--- src/common/midi_uart_engine_regs.svh ---
// Offsets, field positions, reset values and timing of the MIDI engine
`ifndef MIDI_UART_ENGINE_REGS_SVH
`define MIDI_UART_ENGINE_REGS_SVH

// ------------------------------------------------------------
// Port offsets
// ------------------------------------------------------------
`define MIDI_DATA_PORT_OFS    8'h20
`define MIDI_CMD_STATUS_OFS   8'h21
`define MIDI_OP_CTRL_OFS      8'h22
`define MIDI_IN_FIFO_OFS      8'h23

// ------------------------------------------------------------
// Operation control fields
// ------------------------------------------------------------
`define CTL_LOOPBACK_BIT      7
`define CTL_THRU_BIT          6
`define CTL_FAST_CLK_BIT      5
`define CTL_CONNECT_BIT       4
`define CTL_NO_IRQ_BIT        3
`define CTL_FORCE_IDLE_BIT    2
`define CTL_OUT_NEMPTY_BIT    1
`define CTL_IN_NEMPTY_BIT     0
`define CTL_STORED_MASK       8'hfc
`define CTL_RESET             8'h10

// ------------------------------------------------------------
// Command/status fields
// ------------------------------------------------------------
`define STS_NO_DATA_BIT       7
`define STS_OUT_FULL_BIT      6
`define STS_IN_FULL_BIT       5
`define STS_UART_BIT          4
`define STS_RESET             8'h80

// ------------------------------------------------------------
// Commands and answers
// ------------------------------------------------------------
`define CMD_ENTER_UART        8'h3f
`define CMD_MIDI_RESET        8'hff
`define ACK_BYTE              8'hfe
`define IN_FIFO_RESET         8'h00

// ------------------------------------------------------------
// Sizes and timing
// ------------------------------------------------------------
`define IN_DEPTH              16
`define IN_AW                 4
`define OUT_DEPTH             2
`define CORE_CLK_HZ           250000000
`define MIDI_BAUD             31250
`define FAST_CLK_HZ           12288000
`define CNT_W                 13
`define FRAME_BITS            4'h9

`endif

--- src/common/midi_uart_engine_pkg.sv ---
// Types shared by the MIDI engine
`include "midi_uart_engine_regs.svh"

package midi_uart_engine_pkg;

   typedef struct packed {
      logic [7:0]                   ctrl;
      logic                         uart;
      logic                         ack;
      logic [`IN_DEPTH-1:0][7:0]    in_mem;
      logic [`IN_AW:0]              in_wp;
      logic [`IN_AW:0]              in_rp;
      logic [`OUT_DEPTH-1:0][7:0]   out_mem;
      logic [1:0]                   out_wp;
      logic [1:0]                   out_rp;
      logic                         tx_busy;
      logic [8:0]                   tx_sh;
      logic [3:0]                   tx_bits;
      logic [`CNT_W-1:0]            tx_cnt;
      logic                         tx_line;
      logic                         rx_busy;
      logic [7:0]                   rx_sh;
      logic [3:0]                   rx_bits;
      logic [`CNT_W-1:0]            rx_cnt;
      logic [2:0]                   sync;
      logic                         pin_line;
      logic [7:0]                   rdata;
      logic                         pad;
   } midi_state_t;

endpackage

--- src/hdl/midi_uart_engine.sv ---
// MIDI interface engine: host byte ports, two FIFOs, serial in/out pads
//
// Notes on behaviour
// - control bit 7 loops out-FIFO into in-FIFO
// - control bit 6 passes input pad to output
// - control bit 5 selects fast serial clock
// - control bit 4 connects data port to out-FIFO
// - control bit 3 low: interrupt on in-FIFO data
// - control bit 2 forces output pad high
// - in-FIFO port read returns next received byte
// - engine starts in pass-through mode after reset
// - pass-through mode executes only 3Fh and FFh
// - 3Fh enters UART mode, acknowledges, interrupts
// - FFh resets, acknowledges, interrupts, stays pass-through
// - data port read clears acknowledge interrupt
// - UART mode FFh flushes in-FIFO, returns
// - loopback masks status bit 7 from in-FIFO
// - full in-FIFO stops serial clock until one byte is read
// - data read gives acknowledge or input byte
// - loopback data read keeps in-FIFO read pointer
// - status bit 7 low when data available
// - status bit 6 out-FIFO full, bit 5 in-FIFO full
`timescale 1ns/1ps

module midi_uart_engine
   import midi_uart_engine_pkg::*;
#(
   parameter int P_REGULAR_BIT_CYCLES = `CORE_CLK_HZ / `MIDI_BAUD
) (
   input  wire logic       i_core_clk,
   input  wire logic       i_nrst,
   input  wire logic [7:0] i_io_addr,
   input  wire logic       i_io_wr,
   input  wire logic       i_io_rd,
   input  wire logic [7:0] i_io_wdata,
   output logic      [7:0] o_io_rdata,
   output logic            o_irq,
   input  wire logic       i_midi_in,
   output logic            o_midi_out
);

   // ------------------------------------------------------------
   // Constants and helpers
   // ------------------------------------------------------------
   localparam int FAST_BIT_CYCLES_I = `CORE_CLK_HZ / `FAST_CLK_HZ;
   localparam logic [`CNT_W-1:0] REG_CYC  = `CNT_W'(P_REGULAR_BIT_CYCLES);
   localparam logic [`CNT_W-1:0] FAST_CYC = `CNT_W'(FAST_BIT_CYCLES_I);

   function automatic logic [`IN_AW:0] in_fill(input logic [`IN_AW:0] wp,
                                                 input logic [`IN_AW:0] rp);
      in_fill = wp - rp;
   endfunction

   function automatic logic [1:0] out_fill(input logic [1:0] wp,
                                           input logic [1:0] rp);
      out_fill = wp - rp;
   endfunction

   // Empty in-FIFO reads as zero without popping
   function automatic logic [7:0] head_or_zero(input logic       empty,
                                               input logic [7:0] head);
      head_or_zero = empty ? `IN_FIFO_RESET : head;
   endfunction

   function automatic logic [`CNT_W-1:0] count_down(input logic [`CNT_W-1:0] cyc);
      count_down = cyc - `CNT_W'(1);
   endfunction

   midi_state_t s_reg;
   midi_state_t s_next;

   // ------------------------------------------------------------
   // Decoded status
   // ------------------------------------------------------------
   logic              in_empty;
   logic              in_full;
   logic              out_empty;
   logic              out_full;
   logic              loopback;
   logic              run;
   logic [`CNT_W-1:0] bit_cyc;
   logic              rx_src;
   logic [7:0]        status;
   logic [7:0]        ctrl_rd;
   logic [7:0]        in_head;
   logic              out_wr_ready;
   logic              out_rd_valid;
   logic              tx_tick;
   logic              rx_tick;

   always_comb begin
      in_empty  = in_fill(s_reg.in_wp, s_reg.in_rp) == '0;
      in_full   = in_fill(s_reg.in_wp, s_reg.in_rp) == (`IN_AW+1)'(`IN_DEPTH);
      out_empty = out_fill(s_reg.out_wp, s_reg.out_rp) == 2'h0;
      out_full  = out_fill(s_reg.out_wp, s_reg.out_rp) == 2'(`OUT_DEPTH);
      loopback  = s_reg.ctrl[`CTL_LOOPBACK_BIT];
      run       = !in_full;
      out_wr_ready = !out_full;
      out_rd_valid = !out_empty;
      // Bit ticks freeze with the rest of the serial timing
      tx_tick   = run && s_reg.tx_cnt == '0;
      rx_tick   = run && s_reg.rx_cnt == '0;
      bit_cyc   = s_reg.ctrl[`CTL_FAST_CLK_BIT] ? FAST_CYC : REG_CYC;
      rx_src    = loopback ? s_reg.tx_line : s_reg.pin_line;
      in_head   = s_reg.in_mem[s_reg.in_rp[`IN_AW-1:0]];
      status    = 8'h00;
      status[`STS_NO_DATA_BIT]  = !(s_reg.ack || (!loopback && !in_empty));
      status[`STS_OUT_FULL_BIT] = out_full;
      status[`STS_IN_FULL_BIT]  = in_full;
      status[`STS_UART_BIT]     = s_reg.uart;
      ctrl_rd   = s_reg.ctrl & `CTL_STORED_MASK;
      ctrl_rd[`CTL_OUT_NEMPTY_BIT] = !out_empty;
      ctrl_rd[`CTL_IN_NEMPTY_BIT]  = !in_empty;
   end

   // ------------------------------------------------------------
   // Port address decode
   // ------------------------------------------------------------
   logic sel_data;
   logic sel_cmd;
   logic sel_ctrl;
   logic sel_fifo;

   // One select at most; unmapped addresses select nothing
   always_comb begin
      sel_data = 1'b0;
      sel_cmd  = 1'b0;
      sel_ctrl = 1'b0;
      sel_fifo = 1'b0;
      if (i_io_addr == `MIDI_DATA_PORT_OFS) begin
         sel_data = 1'b1;
      end else if (i_io_addr == `MIDI_CMD_STATUS_OFS) begin
         sel_cmd = 1'b1;
      end else if (i_io_addr == `MIDI_OP_CTRL_OFS) begin
         sel_ctrl = 1'b1;
      end else if (i_io_addr == `MIDI_IN_FIFO_OFS) begin
         sel_fifo = 1'b1;
      end
   end

   // ------------------------------------------------------------
   // Next state
   // ------------------------------------------------------------
   logic wr_data;
   logic wr_cmd;
   logic rd_data;
   logic rd_fifo;
   logic wr_ctrl;
   logic rd_sts;
   logic rd_ctrl;
   logic in_push;
   logic in_pop;
   logic out_push;
   logic out_pop;
   logic flush_in;
   logic flush_out;
   logic ack_set;

   always_comb begin
      s_next   = s_reg;
      wr_data  = i_io_wr && sel_data;
      wr_cmd   = i_io_wr && sel_cmd;
      wr_ctrl  = i_io_wr && sel_ctrl;
      rd_data  = i_io_rd && sel_data;
      rd_sts   = i_io_rd && sel_cmd;
      rd_ctrl  = i_io_rd && sel_ctrl;
      rd_fifo  = i_io_rd && sel_fifo;
      in_push  = 1'b0;
      in_pop   = 1'b0;
      out_push = 1'b0;
      out_pop  = 1'b0;
      flush_in = 1'b0;
      flush_out = 1'b0;
      ack_set  = 1'b0;

      // Operation control write
      if (wr_ctrl) begin
         s_next.ctrl = i_io_wdata & `CTL_STORED_MASK;
      end

      // Command decode
      if (wr_cmd) begin
         if (!s_reg.uart) begin
            if (i_io_wdata == `CMD_ENTER_UART) begin
               s_next.uart = 1'b1;
               ack_set     = 1'b1;
            end else if (i_io_wdata == `CMD_MIDI_RESET) begin
               flush_in  = 1'b1;
               flush_out = 1'b1;
               ack_set   = 1'b1;
            end
         end else if (i_io_wdata == `CMD_MIDI_RESET) begin
            flush_in    = 1'b1;
            s_next.uart = 1'b0;
         end
      end

      // Data port write into out-FIFO
      if (wr_data && (s_reg.uart || s_reg.ctrl[`CTL_CONNECT_BIT]) && out_wr_ready) begin
         out_push = 1'b1;
      end

      // Host reads, answer the following cycle
      if (rd_data) begin
         if (s_reg.ack) begin
            s_next.rdata = `ACK_BYTE;
            s_next.ack   = 1'b0;
         end else begin
            s_next.rdata = head_or_zero(in_empty, in_head);
            in_pop       = !in_empty && !loopback;
         end
      end else if (rd_fifo) begin
         s_next.rdata = head_or_zero(in_empty, in_head);
         in_pop       = !in_empty;
      end else if (rd_sts) begin
         s_next.rdata = status;
      end else if (rd_ctrl) begin
         s_next.rdata = ctrl_rd;
      end else if (i_io_rd) begin
         s_next.rdata = 8'h00;
      end

      // Set wins over a clear in the same cycle
      if (ack_set) begin
         s_next.ack = 1'b1;
      end

      // Transmitter, 8N1, LSB first
      if (run && s_reg.tx_cnt != '0) begin
         s_next.tx_cnt = count_down(s_reg.tx_cnt);
      end
      if (!s_reg.tx_busy) begin
         if (out_rd_valid && run) begin
            out_pop        = 1'b1;
            s_next.tx_busy = 1'b1;
            s_next.tx_line = 1'b0;
            s_next.tx_sh   = {1'b1, s_reg.out_mem[s_reg.out_rp[0]]};
            s_next.tx_bits = `FRAME_BITS;
            s_next.tx_cnt  = count_down(bit_cyc);
         end
      end else if (tx_tick) begin
         if (s_reg.tx_bits == 4'h0) begin
            s_next.tx_busy = 1'b0;
         end else begin
            s_next.tx_line = s_reg.tx_sh[0];
            s_next.tx_sh   = {1'b1, s_reg.tx_sh[8:1]};
            s_next.tx_bits = s_reg.tx_bits - 4'h1;
            s_next.tx_cnt  = count_down(bit_cyc);
         end
      end

      // Input pad: three stages, change taken when last two agree
      s_next.sync = {s_reg.sync[1:0], i_midi_in};
      if (s_reg.sync[1] == s_reg.sync[2]) begin
         s_next.pin_line = s_reg.sync[2];
      end

      // Receiver, sampling mid-bit
      if (run && s_reg.rx_cnt != '0) begin
         s_next.rx_cnt = count_down(s_reg.rx_cnt);
      end
      if (!s_reg.rx_busy) begin
         if (!rx_src && run) begin
            s_next.rx_busy = 1'b1;
            s_next.rx_bits = 4'h0;
            s_next.rx_cnt  = count_down(bit_cyc >> 1);
         end
      end else if (rx_tick) begin
         s_next.rx_cnt = count_down(bit_cyc);
         if (s_reg.rx_bits == 4'h0) begin
            if (rx_src) begin
               s_next.rx_busy = 1'b0;
            end else begin
               s_next.rx_bits = 4'h1;
            end
         end else if (s_reg.rx_bits < `FRAME_BITS) begin
            s_next.rx_sh   = {rx_src, s_reg.rx_sh[7:1]};
            s_next.rx_bits = s_reg.rx_bits + 4'h1;
         end else begin
            s_next.rx_busy = 1'b0;
            in_push        = rx_src && !in_full;
         end
      end

      // In-FIFO pointers
      if (in_push) begin
         s_next.in_mem[s_reg.in_wp[`IN_AW-1:0]] = s_reg.rx_sh;
         s_next.in_wp = s_reg.in_wp + (`IN_AW+1)'(1);
      end
      if (in_pop) begin
         s_next.in_rp = s_reg.in_rp + (`IN_AW+1)'(1);
      end
      if (flush_in) begin
         s_next.in_rp = s_next.in_wp;
      end

      // Out-FIFO, two entries, host stalls on status bit 6
      if (out_push) begin
         s_next.out_mem[s_reg.out_wp[0]] = i_io_wdata;
         s_next.out_wp = s_reg.out_wp + 2'h1;
      end
      if (out_pop) begin
         s_next.out_rp = s_reg.out_rp + 2'h1;
      end
      if (flush_out) begin
         s_next.out_rp = s_next.out_wp;
      end

      // Output pad selection
      if (s_reg.ctrl[`CTL_FORCE_IDLE_BIT]) begin
         s_next.pad = 1'b1;
      end else if (s_reg.ctrl[`CTL_THRU_BIT]) begin
         s_next.pad = s_reg.pin_line;
      end else begin
         s_next.pad = s_reg.tx_line;
      end
   end

   // ------------------------------------------------------------
   // State register
   // ------------------------------------------------------------
   always_ff @(posedge i_core_clk or negedge i_nrst) begin
      if (!i_nrst) begin
         s_reg          <= '0;
         s_reg.ctrl     <= `CTL_RESET;
         s_reg.uart     <= 1'b0;
         s_reg.tx_line  <= 1'b1;
         s_reg.sync     <= 3'h7;
         s_reg.pin_line <= 1'b1;
         s_reg.pad      <= 1'b1;
      end else begin
         s_reg <= s_next;
      end
   end

   // ------------------------------------------------------------
   // Outputs
   // ------------------------------------------------------------
   assign o_io_rdata = s_reg.rdata;
   assign o_midi_out = s_reg.pad;
   assign o_irq      = s_reg.ack ||
                       (!s_reg.ctrl[`CTL_NO_IRQ_BIT] && !in_empty);

endmodule

--- config.mk ---
export PLATFORM = sky130hd
export DESIGN_NAME = midi_uart_engine
export DESIGN_NICKNAME = d
export VERILOG_FILES = /design/src/common/midi_uart_engine_pkg.sv /design/src/hdl/midi_uart_engine.sv
export VERILOG_INCLUDE_DIRS = /design/src /design/src/common
export SDC_FILE = /design/constraint.sdc
export NUM_CORES = 1
export LEC_CHECK = 0
export ABC_CLOCK_PERIOD_IN_PS = 5700
export BUFFER_PORTS_ARGS = -buffer_cell sky130_fd_sc_hd__buf_4
export CAP_MARGIN = 0
export CORE_ASPECT_RATIO = 2
export CORE_UTILIZATION = 29
export CTS_BUF_LIST = sky130_fd_sc_hd__clkbuf_8
export CTS_CLUSTER_SIZE = 14
export DETAILED_ROUTE_END_ITERATION = 10
export HOLD_SLACK_MARGIN = 0.1
export PLACE_DENSITY = 0.55
export SETUP_SLACK_MARGIN = 0.15
export SLEW_MARGIN = 20
export SYNTH_ARGS = -nofsm -noshare
export SYNTH_HDL_FRONTEND = slang
export SYNTH_SLANG_ARGS = --single-unit
--- constraint.sdc ---
create_clock -name i_core_clk -period 5.7 [get_ports i_core_clk]
set_clock_uncertainty 0.2 [all_clocks]
set_input_delay 0.57 -clock i_core_clk [delete_from_list [all_inputs] [get_ports i_core_clk]]
set_output_delay 0.57 -clock i_core_clk [all_outputs]
set_load 0.005 [all_outputs]
Yosys cells after proc, flatten, opt, wreduce, memory -nomap -nowiden
Index checks and enable logic that the tools add are counted.
{ "classes": {"add_sub_neg": 12, "magnitude_cmp": 7, "n_eq_ne": 14, "muxes": 80, "bitwise": 1, "n_reduce_logical": 48} }
{ "op_table": {"columns": ["op", "n"], "rows": [
  ["128-bit bitwise mux", 1],
  ["8-bit 2-to-1 mux", 13],
  ["28-bit 2-to-1 mux", 3],
  ["1-bit 2-to-1 mux", 43],
  ["8-bit by 6-bit == test with 1-bit output (second input constant)", 5],
  ["13-bit 2-to-1 mux", 3],
  ["13-bit by 1-bit subtractor with 13-bit output (second input constant)", 3],
  ["17-bit 2-to-1 mux", 2],
  ["8-bit binary-select mux with 4-bit select", 1],
  ["8-bit demux with 4-bit select", 1],
  ["27-bit 2-to-1 mux", 1],
  ["13-bit zero test", 2],
  ["26-bit 2-to-1 mux", 1],
  ["13-bit nonzero test", 2],
  ["1-bit logical AND", 20],
  ["16-bit bitwise mux", 1],
  ["5-bit 2-to-1 mux", 3],
  ["12-bit by 1-bit subtractor with 13-bit output (second input constant)", 1],
  ["12-bit 2-to-1 mux", 1],
  ["5-bit by 1-bit adder with 5-bit output (second input constant)", 2],
  ["4-bit by 5-bit < comparator with 1-bit output (second input constant)", 2],
  ["2-bit nonzero test", 5],
  ["8-bit demux with 1-bit select", 1],
  ["8-bit == test (second input constant)", 1],
  ["other kinds (27)", 44]
]} }
{ "totals": {"regBits": 233, "input_bits": 21, "output_inout_bits": 10, "wordCells": 200} }

Depth between registers and ports, before layout
Gate-level depths: netlist of the first run.
{ "logic_depth": {"ltp_word": 10, "ltp_mapped": 12, "mapped_depth_nobuf": 8} }

Least setup slack after synthesis of the first run
OpenSTA, ideal clock, no wires.
{ "synth_timing": {"path_type": "register to register", "from": "register s_reg[88] in the netlist's numbering", "to": "register s_reg[59] in the netlist's numbering", "arrival_ns": 3.427, "required_ns": 5.374, "path_slack_ns": 1.947, "stages_incl_launch_ff": 13, "path_buffers": 4, "period_less_slack_ns": 3.753, "path_cell_list": "dfrtp_1 clkbuf_1 buf_1 inv_1 ha_1 and3b_1 or4_1 a211o_1 buf_1 nand2_1 clkbuf_1 nor2_1 a221o_1"} }
{ "synth_via": {"elab_chain_cells": 6, "word_cells_on_any_way": 8} }
{ "synth_lines": {"columns": ["element", "line", "source"], "rows": [
  ["from (decl)", "midi_uart_engine.sv:69", "midi_state_t s_reg;"],
  ["from (signal assigned)", "midi_uart_engine.sv:332", "s_reg <= s_next;"],
  ["5-bit subtractor *", "midi_uart_engine.sv:51", "in_fill = wp - rp;"],
  ["5-bit == test *", "midi_uart_engine.sv:93", "in_full = in_fill(s_reg.in_wp, s_reg.in_rp) == (`IN_AW+1)'(`IN_DEPTH);"],
  ["1-bit zero test *", "midi_uart_engine.sv:97", "run = !in_full;"],
  ["1-bit logical AND, on equally long branches", "midi_uart_engine.sv:101, midi_uart_engine.sv:233", null],
  ["2-bit by 1-bit inequality test with 1-bit output (no source line) / 2-bit nonzero test (equally long branches)", null, null],
  ["3-bit AND reduction (no source line) *", null, null]
]} }
Every way passes the cells marked *; elsewhere a longest branch is shown, timed or not.
A chain may end at the register's enable or synchronous reset.

Worst setup path in the final report of the first run
{ "layout_timing": {"from": "register s_reg[89] in the netlist's numbering", "to": "register s_reg[211] in the netlist's numbering"} }
{ "layout_via": {"elab_chain_cells": 8, "word_cells_on_any_way": 9} }
{ "layout_lines": {"columns": ["element", "line", "source"], "rows": [
  ["5-bit subtractor *", "midi_uart_engine.sv:51", null],
  ["5-bit == test *", "midi_uart_engine.sv:93", null],
  ["1-bit zero test *", "midi_uart_engine.sv:97, midi_uart_engine.sv:281", null],
  ["1-bit logical AND", "midi_uart_engine.sv:281", "in_push = rx_src && !in_full;"],
  ["1-bit 2-to-1 mux", "midi_uart_engine.sv:276", "end else if (s_reg.rx_bits < `FRAME_BITS) begin"],
  ["1-bit 2-to-1 mux", "midi_uart_engine.sv:270", "if (s_reg.rx_bits == 4'h0) begin"],
  ["1-bit 2-to-1 mux *", "midi_uart_engine.sv:268", "end else if (rx_tick) begin"],
  ["1-bit 2-to-1 mux *", "midi_uart_engine.sv:262", "if (!s_reg.rx_busy) begin"]
]} }
Marks and branches as above.

==> flow_metrics.py, run 1 <==
metrics = {
    "clock_network": {
        "postCtsSetupBuffers": 0,
        "clkTransAtPathRegs_ns": 0.07,
        "cts_tree": "built",
        "cts_resized": 0,
        "insertion_delay_ns": 0.55,
        "htreeDepth": 2,
        "cts_buffer_depth": 3,
        "cts_sinks": 233,
        "cts_buffers": 36,
        "cts_root_buffer": "clkbuf_8",
    },
    "pwr": {
        "max-vdd-ir-drop_mv": 0.1180,
        "combPwrFrac": 0.101,
        "p_leak_nw": 5.863,
        "power.density_nw_per_um2": 274.6,
        "seq_power_share": 0.521,
        "power.total_mw": 3.554,
        "switching_share": 0.2707,
        "p_int_mw": 2.592,
        "power_switching_mw": 0.9620,
        "p_clk_frac": 0.378,
    },
    "synth": {
        "synth_seq_cells": 233,
        "synth.distinct_cells": 66,
        "ys.flop_type": "dfrtp_1",
        "yosysMostFrequentCell": "dfrtp_1",
        "synth-edff-count": 0,
        "synthTopCellsByArea": "dfrtp_1 49%, mux2_2 16%, mux4_2 5.3%, mux2i_1 2.2%, ha_1 1.9%",
        "synth_common_cells": "226 x dfrtp_1, 163 x mux2_2, 45 x nor2_1",
        "yosys.area.top_type": "dfrtp_1",
        "ys_async_sr_fraction": 1.000,
        "synth_nets": 956,
        "synth.top_cell.area_share": 0.4939,
        "syn_inst": 918,
        "ys_seq_area_frac": 0.5099,
        "syn_area_sq_um": 11450,
        "syn_area_per_cell_sq_um": 12.47,
        "yosys_warnings": 0,
    },
    "route": {
        "routed_wl_um": 29590,
        "wl_per_cell_um": 19.82,
        "dr.pass1.iters": 4,
        "via_count": 7507,
        "viasPerCell": 5.028,
        "drt_iter0_drc": 369,
        "drc": 0,
        "ant_nets": 0,
    },
    "timing": {
        "finalCritPeriodShare": 0.6966,
        "slew_headroom": 0.3212,
        "hold_viol_final": 0,
        "fin_tns_setup_ns": 0,
        "finalSetupViolCount": 0,
        "tightest_slew_ns": 1.009,
        "fmax_mhz": 251.8,
        "min_period_ns": 3.971,
        "slew_violations": 0,
        "grt_setup_unrepaired": "false",
        "worst_slack_ns": 1.729,
    },
    "final_layout": {
        "nFillCells": 3919,
        "largest_reg_flops": 216,
        "layout-drive-gt1-share": 0.3128,
        "nets": 988,
        "area_delta_synth_final_pct": 13.04,
    },
    "worst_setup_path": {
        "endpoint_kind": "flop",
        "critPathRequiredTime_ns": 5.93,
        "worst-path-max-fanout": 26,
        "crit_type": "flop to flop",
        "arrival_ns": 4.20,
        "start_kind": "flop",
    },
    "die": {
        "num_rows": 102,
        "die_x_um": 142.5,
        "ioPinCount": 31,
        "die_area_sq_um": 40330,
        "fp.dieH_um": 283.0,
        "start_util": 0.2951,
        "core_sq_um": 38800,
    },
    "placement": {
        "io_buffers": 30,
        "hpwl_um": 20900,
        "gp_congestion": 0.8407,
        "preCtsSetupSlack_ns": 1.766,
    },
    "global_route": {
        "grt_pass1_vias": 8074,
        "grt_max_degree": 119,
        "antenna_found_initial": 1,
        "grt_usage": 0.1531,
        "grt_first_pass_wirelength_um": 46740,
        "grt-ovfl-total": 0,
    },
    "job": {
        "drv_cap": 0,
    },
    "outcome": {
        "status": "finished clean",
    },
    "min_path": {
        "hold_class": "primary input to flop",
    },
}
[logic make-up after synthesis]
| logic type | after synthesis | share of synthesized area |
|---|---|---|
| flip-flops | 233 | 0.5099 |
| XOR/XNOR | 35 | 0.02808 |
| AND/OR/NAND/NOR | 224 | 0.1112 |
| adder cells (fa/ha/maj) | 18 | 0.01945 |
| AO/OA/AOI/OAI | 113 | 0.06654 |
| buffers and inverters | 80 | 0.02950 |
| multiplexers | 215 | 0.2352 |
[routing by layer]
metal | share of wire | wire (um) | global-route usage
met5 | 0 | 0 | 0
met3 | 0.024 | 700 | 0.01555
met4 | 0.049 | 1446 | 0.08602
met1 | 0.35 | 10360 | 0.1492
met2 | 0.58 | 17090 | 0.3027
[worst max-delay path: stages (launching register included)]
cell	delay [ns]
dfrtp_1	0.64
inv_1	0.24
ha_1	0.42
a21o_1	0.22
o211ai_1	0.32
a211oi_4	0.10
buf_4	0.26
nor3_4	0.52
and4_1	0.54
mux2_2	0.39
[cells in the final DEF (no fill, tap or decap), drive strengths merged, types with 16 or more instances in the layout]
cell	Yosys	layout
a21oi	23	23
buf	18	39
clkbuf	36	42
dfrtp	226	226
ha	17	17
inv	26	39
mux2	163	163
mux2i	25	25
mux4	27	27
nand2	38	38
nand3	32	32
nand4	16	16
nor2	46	46
nor3	20	20
o21ai	30	30
xnor2	19	19
[power by group through the flow]
stage	Sequential, mW	Combinational [mW]	Clock, mW
6_report	1.85	0.358	1.34
5_1_grt	1.87	0.401	1.45
4_1_cts	1.85	0.366	1.39
3_5_place_dp	1.88	0.358	0
3_3_place_gp	1.88	0.353	0
2_1_floorplan	1.84	0.265	0
[final cells by class]
class                      count  area, sq um  area share
clock buffer                  42        578.1     0.04466
inverter                      26        97.59    0.007540
sequential                   233         5841      0.4512
timing repair buffer          48        402.9     0.03113
antenna                        1        2.502   0.0001933
clock inverter                18        83.83    0.006477
tap                          520        650.6     0.05027
multi-input combinational    605         5288      0.4085
[through the flow]
| stage | hold slack [ns] | utilization | instances | area (sq um) |
|---|---|---|---|---|
| 3_3_place_gp | 0.1495 | 0.3142 | 1423 | 12190 |
| 6_report | 0.1376 | 0.3336 | 1493 | 12940 |
| 3_5_place_dp | 0.1509 | 0.3142 | 1423 | 12190 |
| 2_1_floorplan | 0.07441 | - | 918 | 11450 |
| 4_1_cts | 0.1233 | 0.3336 | 1492 | 12940 |
| 5_1_grt | 0.1417 | 0.3336 | 1493 | 12940 |
[path summary, 6_finish.rpt]
| path | slack [ns] | endpoint | startpoint | cells after the start |
|---|---|---|---|---|
| max reg2reg | 1.73 | s_reg[211]$_DFFE_PN0P_ | s_reg[89]$_DFFE_PN0P_ | 9 |
| min | 0.14 | ctrl_rd[6]$_DFFE_PN0P_ | i_io_wdata[6] | 2 |
| max | 1.73 | s_reg[211]$_DFFE_PN0P_ | s_reg[89]$_DFFE_PN0P_ | 9 |
| min in group asynchronous | 0.48 | s_reg[196]$_DFFE_PN0P_ | i_nrst | 2 |
| min reg2reg | 0.16 | s_next[12]$_DFF_PN1_ | s_next[11]$_DFF_PN1_ | 0 |
| max in group asynchronous | 3.58 | s_reg[76]$_DFFE_PN0P_ | i_nrst | 3 |
[repair_timing]
action                                 in CTS  in global routing
hold buffers                                9                  0
setup endpoints to repair                   0                  0
endpoints found under the hold margin     132                  0
Note: power is estimated with default switching activity, not from simulation.
==> run 2, diff against run 1 <==
Settings changed: ABC_CLOCK_PERIOD_IN_PS 5700 to 3300, PLACE_DENSITY 0.55 to 0.57.
Clock period 5.7 ns to 3.3 ns, I/O delays scaled along.
==> flow_metrics.py, run 2 (synthesis gave the netlist of run 1 again) <==
metrics = {
    "outcome": {
        "status": "finished clean",
    },
    "final_layout": {
        "nFillCells": 3840,
        "area_delta_synth_final_pct": 20.35,
        "final_common_cell": "dfrtp_1",
        "largest_reg_flops": 216,
        "final-seq-area_sq_um": 5841,
        "multi_input_area_sq_um": 5359,
        "layout-drive-gt1-share": 0.3668,
        "nets": 1047,
        "final_cell_mix": "225 x dfrtp_1, 163 x mux2_2, 76 x buf_4",
    },
    "pwr": {
        "seq_power_share": 0.477,
        "combPwrFrac": 0.107,
        "p_int_mw": 4.906,
        "p_clk_frac": 0.416,
        "power.density_nw_per_um2": 480.4,
        "switching_share": 0.2588,
        "power.total_mw": 6.620,
        "p_leak_nw": 6.289,
        "max-vdd-ir-drop_mv": 0.2727,
        "power_switching_mw": 1.713,
    },
    "global_route": {
        "grt_pass1_vias": 8377,
        "grt_first_pass_wirelength_um": 47400,
        "grt-ovfl-total": 0,
        "grt_usage": 0.1555,
        "antenna_found_initial": 1,
        "grt_max_degree": 77,
    },
    "clock_network": {
        "cts_buffer_depth": 3,
        "cts_tree": "built",
        "htreeDepth": 2,
        "cts_buffers": 36,
        "cts_root_buffer": "clkbuf_8",
        "clkTransAtPathRegs_ns": 0.07,
        "cts_sinks": 233,
        "insertion_delay_ns": 0.58,
    },
    "die": {
        "core_sq_um": 38800,
        "start_util": 0.2951,
        "fp.dieH_um": 283.0,
        "ioPinCount": 31,
        "num_rows": 102,
        "die_x_um": 142.5,
        "die_area_sq_um": 40330,
    },
    "timing": {
        "worst_slack_ns": 0.2411,
        "grt_setup_unrepaired": "false",
        "slew_headroom": 0.4929,
        "fin_tns_setup_ns": 0,
        "finalSetupViolCount": 0,
        "hold_viol_final": 0,
        "slew_violations": 0,
        "finalCritPeriodShare": 0.9270,
        "min_period_ns": 3.059,
        "tightest_slew_ns": 0.7537,
        "fmax_mhz": 326.9,
    },
    "route": {
        "wl_per_cell_um": 19.13,
        "drc": 0,
        "via_count": 7775,
        "dr.pass1.iters": 4,
        "viasPerCell": 4.994,
        "drt_iter0_drc": 287,
        "ant_nets": 0,
        "routed_wl_um": 29790,
    },
    "worst_setup_path": {
        "rr_startpoint": "s_reg[14]$_DFF_PN0_",
        "start_kind": "flop",
        "arrival_ns": 3.31,
        "critPathRequiredTime_ns": 3.55,
        "startpoint": "s_reg[14]$_DFF_PN0_",
        "worst-path-max-fanout": 8,
        "crit_type": "flop to flop",
        "r2r_cells": 11,
        "endpoint_kind": "flop",
        "r2r_slack_ns": 0.24,
        "timing.rr.end": "s_reg[122]$_DFFE_PN0P_",
    },
    "job": {
        "drv_cap": 0,
    },
    "placement": {
        "hpwl_um": 21650,
        "io_buffers": 30,
        "preCtsSetupSlack_ns": 0.1687,
        "gp_congestion": 0.8790,
    },
    "min_path": {
        "hold_class": "primary input to asynchronous set/reset pin",
    },
}
## run 2: changes by cell type in the layout (fill, tap and decap cells not counted), moves of 3 or more
cell           change
clkbuf_8           +6
dlygate4sd3_1      +6
buf_4             +39
bufinv_16          +3
buf_6              +3
nand3_1            -4
buf_12             +9
inv_1              -5
nand3_2            +4
## run 2: what timing repair did
item                                   CTS  global route
endpoints found under the hold margin  148             0
pin swaps                                1             2
gates resized for setup                  0            15
hold buffers                            15             0
setup buffers                            0             2
setup endpoints to repair                7           120
## run 2: worst max path at each step
| stage | end | slack (ns) | cells after the start |
|---|---|---|---|
| after detailed placement | s_reg[34]$_DFFE_PN0P_ | 0.17 | 10 |
| after floorplan | s_reg[209]$_DFFE_PN0P_ | 0.04 | 10 |
| final | s_reg[122]$_DFFE_PN0P_ | 0.24 | 11 |
| after global routing | s_reg[186]$_DFFE_PN0P_ | 0.15 | 11 |
| after global placement | s_reg[32]$_DFFE_PN0P_ | 0.20 | 10 |
| after CTS | s_reg[36]$_DFFE_PN0P_ | 0.17 | 10 |
## run 2: layout make-up
cell class | count | share of cell area
Sequential cell | 233 | 0.4238
Multi-Input combinational cell | 605 | 0.3889
Timing Repair Buffer | 107 | 0.07254
Clock buffer | 48 | 0.04794
Tap cell | 520 | 0.04721
Clock inverter | 17 | 0.01235
Inverter | 26 | 0.007082
Antenna cell | 1 | 0.0001816
## run 2: per-stage QoR
step	instance area (sq um)	util	hold WS, ns	std cells
after floorplan	11530	-	-0.1656	918
final	13780	0.3552	0.1238	1557
after CTS	13700	0.3530	0.1223	1554
after global routing	13780	0.3552	0.1590	1557
after global placement	12710	0.3277	0.1466	1474
after detailed placement	12710	0.3277	0.1495	1474
## run 2: per-layer routing
metal,up-vias,track usage,share of wire
met5,-,0,0
met1,4001,0.1467,0.34
met4,0,0.1226,0.081
li1,3556,-,-
met2,139,0.2926,0.56
met3,79,0.02163,0.023
## run 2: critical path, stage by stage (launching register included)
cell and delay, ns:
dfrtp_1 0.41, inv_1 0.07, ha_1 0.14, or3b_4 0.37, or3_4 0.38, or3_4 0.36, buf_4 0.17, nor2_2 0.08
buf_4 0.17, nand4_2 0.15, buf_12 0.19, mux2_2 0.27
## run 2: power groups by stage
stage / logic, mW / registers, mW / clock network [mW]
after CTS: 0.723 / 3.15 / 2.84
after detailed placement: 0.705 / 3.21 / 0
after global routing: 0.792 / 3.18 / 2.93
after global placement: 0.689 / 3.20 / 0
final: 0.710 / 3.16 / 2.75
after floorplan: 0.460 / 3.18 / 0
==> run 3, diff against run 2 <==
Settings changed: CELL_PAD_IN_SITES_DETAIL_PLACEMENT from default to 1, CELL_PAD_IN_SITES_GLOBAL_PLACEMENT from default to 2, PLACE_DENSITY 0.57 to 0.7.
==> flow_metrics.py, run 3 (synthesis gave the netlist of run 1 again) <==
metrics = {
    "die": {
        "core_sq_um": 38800,
        "ioPinCount": 31,
        "fp.dieH_um": 283.0,
        "start_util": 0.2951,
        "die_x_um": 142.5,
        "num_rows": 102,
        "die_area_sq_um": 40330,
    },
    "pwr": {
        "p_clk_frac": 0.387,
        "power.density_nw_per_um2": 462.5,
        "p_int_mw": 4.635,
        "seq_power_share": 0.498,
        "power_switching_mw": 1.698,
        "power.total_mw": 6.333,
        "max-vdd-ir-drop_mv": 0.1695,
        "combPwrFrac": 0.115,
        "switching_share": 0.2682,
        "p_leak_nw": 6.255,
    },
    "clock_network": {
        "cts_tree": "built",
        "cts_buffers": 36,
        "htreeDepth": 2,
        "cts_sinks": 233,
        "clkTransAtPathRegs_ns": 0.07,
        "insertion_delay_ns": 0.56,
        "cts_buffer_depth": 3,
        "cts_root_buffer": "clkbuf_8",
    },
    "route": {
        "dr.pass1.iters": 4,
        "routed_wl_um": 32250,
        "drt_iter0_drc": 185,
        "via_count": 7834,
        "wl_per_cell_um": 20.70,
        "ant_nets": 0,
        "drc": 0,
        "viasPerCell": 5.028,
    },
    "worst_setup_path": {
        "crit_type": "flop to flop",
        "arrival_ns": 3.31,
        "worst-path-max-fanout": 8,
        "endpoint_kind": "flop",
        "start_kind": "flop",
        "critPathRequiredTime_ns": 3.53,
    },
    "placement": {
        "gp_congestion": 0.7927,
        "io_buffers": 30,
        "hpwl_um": 23800,
        "place_area_sq_um": 12720,
    },
    "global_route": {
        "grt_usage": 0.1705,
        "antenna_found_initial": 1,
        "grt-ovfl-total": 0,
        "grt_first_pass_wirelength_um": 51930,
        "grt_pass1_vias": 9005,
        "grt_max_degree": 79,
    },
    "final_layout": {
        "layout-drive-gt1-share": 0.3587,
        "area_delta_synth_final_pct": 19.59,
        "final_cell_mix": "225 x dfrtp_1, 163 x mux2_2, 77 x buf_4",
        "stdcell_area_sq_um": 13690,
        "nets": 1051,
        "largest_reg_flops": 216,
        "final_common_cell": "dfrtp_1",
    },
    "min_path": {
        "hold_class": "flop to flop",
    },
    "job": {
        "drv_cap": 0,
    },
    "timing": {
        "min_period_ns": 3.084,
        "slew_violations": 0,
        "grt_setup_unrepaired": "true",
        "fmax_mhz": 324.3,
        "slew_headroom": 0.4167,
        "tightest_slew_ns": 0.8670,
        "hold_viol_final": 0,
        "finalCritPeriodShare": 0.9345,
        "fin_tns_setup_ns": 0,
        "finalSetupViolCount": 0,
    },
    "outcome": {
        "status": "finished clean",
    },
}
## run 3: cell types whose count changed in the layout (fill, tap and decap cells not counted), sizes merged
cell	change
bufinv	-3
dlygate4sd3	+3
inv	+3
buf	+1
clkbuf	-1
clkinv	-1
clkinvlp	-1
## run 3: worst paths after layout
check	start	to	slack (ns)	cells after the start
setup / recovery	s_reg[22]$_DFF_PN0_	s_reg[108]$_DFFE_PN0P_	0.22	8
hold / removal	s_next[11]$_DFF_PN1_	s_next[12]$_DFF_PN1_	0.15	0
setup reg to reg	s_reg[22]$_DFF_PN0_	s_reg[108]$_DFFE_PN0P_	0.22	8
hold reg to reg	s_next[11]$_DFF_PN1_	s_next[12]$_DFF_PN1_	0.15	0
max in group asynchronous	i_nrst	s_reg[87]$_DFFE_PN0P_	1.78	3
min in group asynchronous	i_nrst	s_reg[221]$_DFFE_PN0P_	0.16	2
## run 3: cell type report
class,instances,area [sq um]
fillers,4213,25100
clock buffers,47,646.9
inverters,26,97.59
clock inverters,15,63.81
diodes,1,2.502
well taps,520,650.6
multi-input cells,605,5368
repair buffers,111,1025
flip-flops and latches,233,5841
## run 3: through the flow
stage,std cells,setup slack (ns),hold slack [ns],utilization
floorplan,918,0.03738,-0.1656,-
global placement,1476,0.05257,0.1523,0.3278
detailed placement,1476,0.03185,0.1504,0.3278
CTS,1556,0.1502,0.1395,0.3513
global route,1558,0.1070,0.1546,0.3530
finish,1558,0.2162,0.1510,0.3530
## run 3: power by group through the flow
stage / registers [mW] / logic, mW / clock network (mW)
after global placement: 3.20 / 0.706 / 0
after CTS: 3.16 / 0.745 / 2.54
final: 3.16 / 0.729 / 2.45
after global routing: 3.18 / 0.821 / 2.63
after detailed placement: 3.21 / 0.725 / 0
after floorplan: 3.18 / 0.460 / 0
## run 3: worst max-delay path, stage by stage, from the launching register on
cell and delay, ns:
dfrtp_1 0.38, or4_4 0.57, or3_4 0.41, or3_4 0.36
buf_6 0.15, nor2_4 0.25, nand4_2 0.18, buf_12 0.19
mux2_2 0.27
## run 3: metal layers
metal	GRT usage	wire length (um)	vias up
li1	-	-	3556
met4	0.1056	1939	0
met1	0.1560	10530	4090
met5	0	0	-
met3	0.01927	679	87
met2	0.3426	19100	101
## run 3: what timing repair did
action | 4_1_cts | 5_1_grt
pin swaps | 0 | 5
cloned | 0 | 0
setup endpoints to repair | 65 | 74
hold endpoints to repair | 125 | 0
hold buffers | 18 | 0
gates resized for setup | 4 | 12
setup buffers | 0 | 1
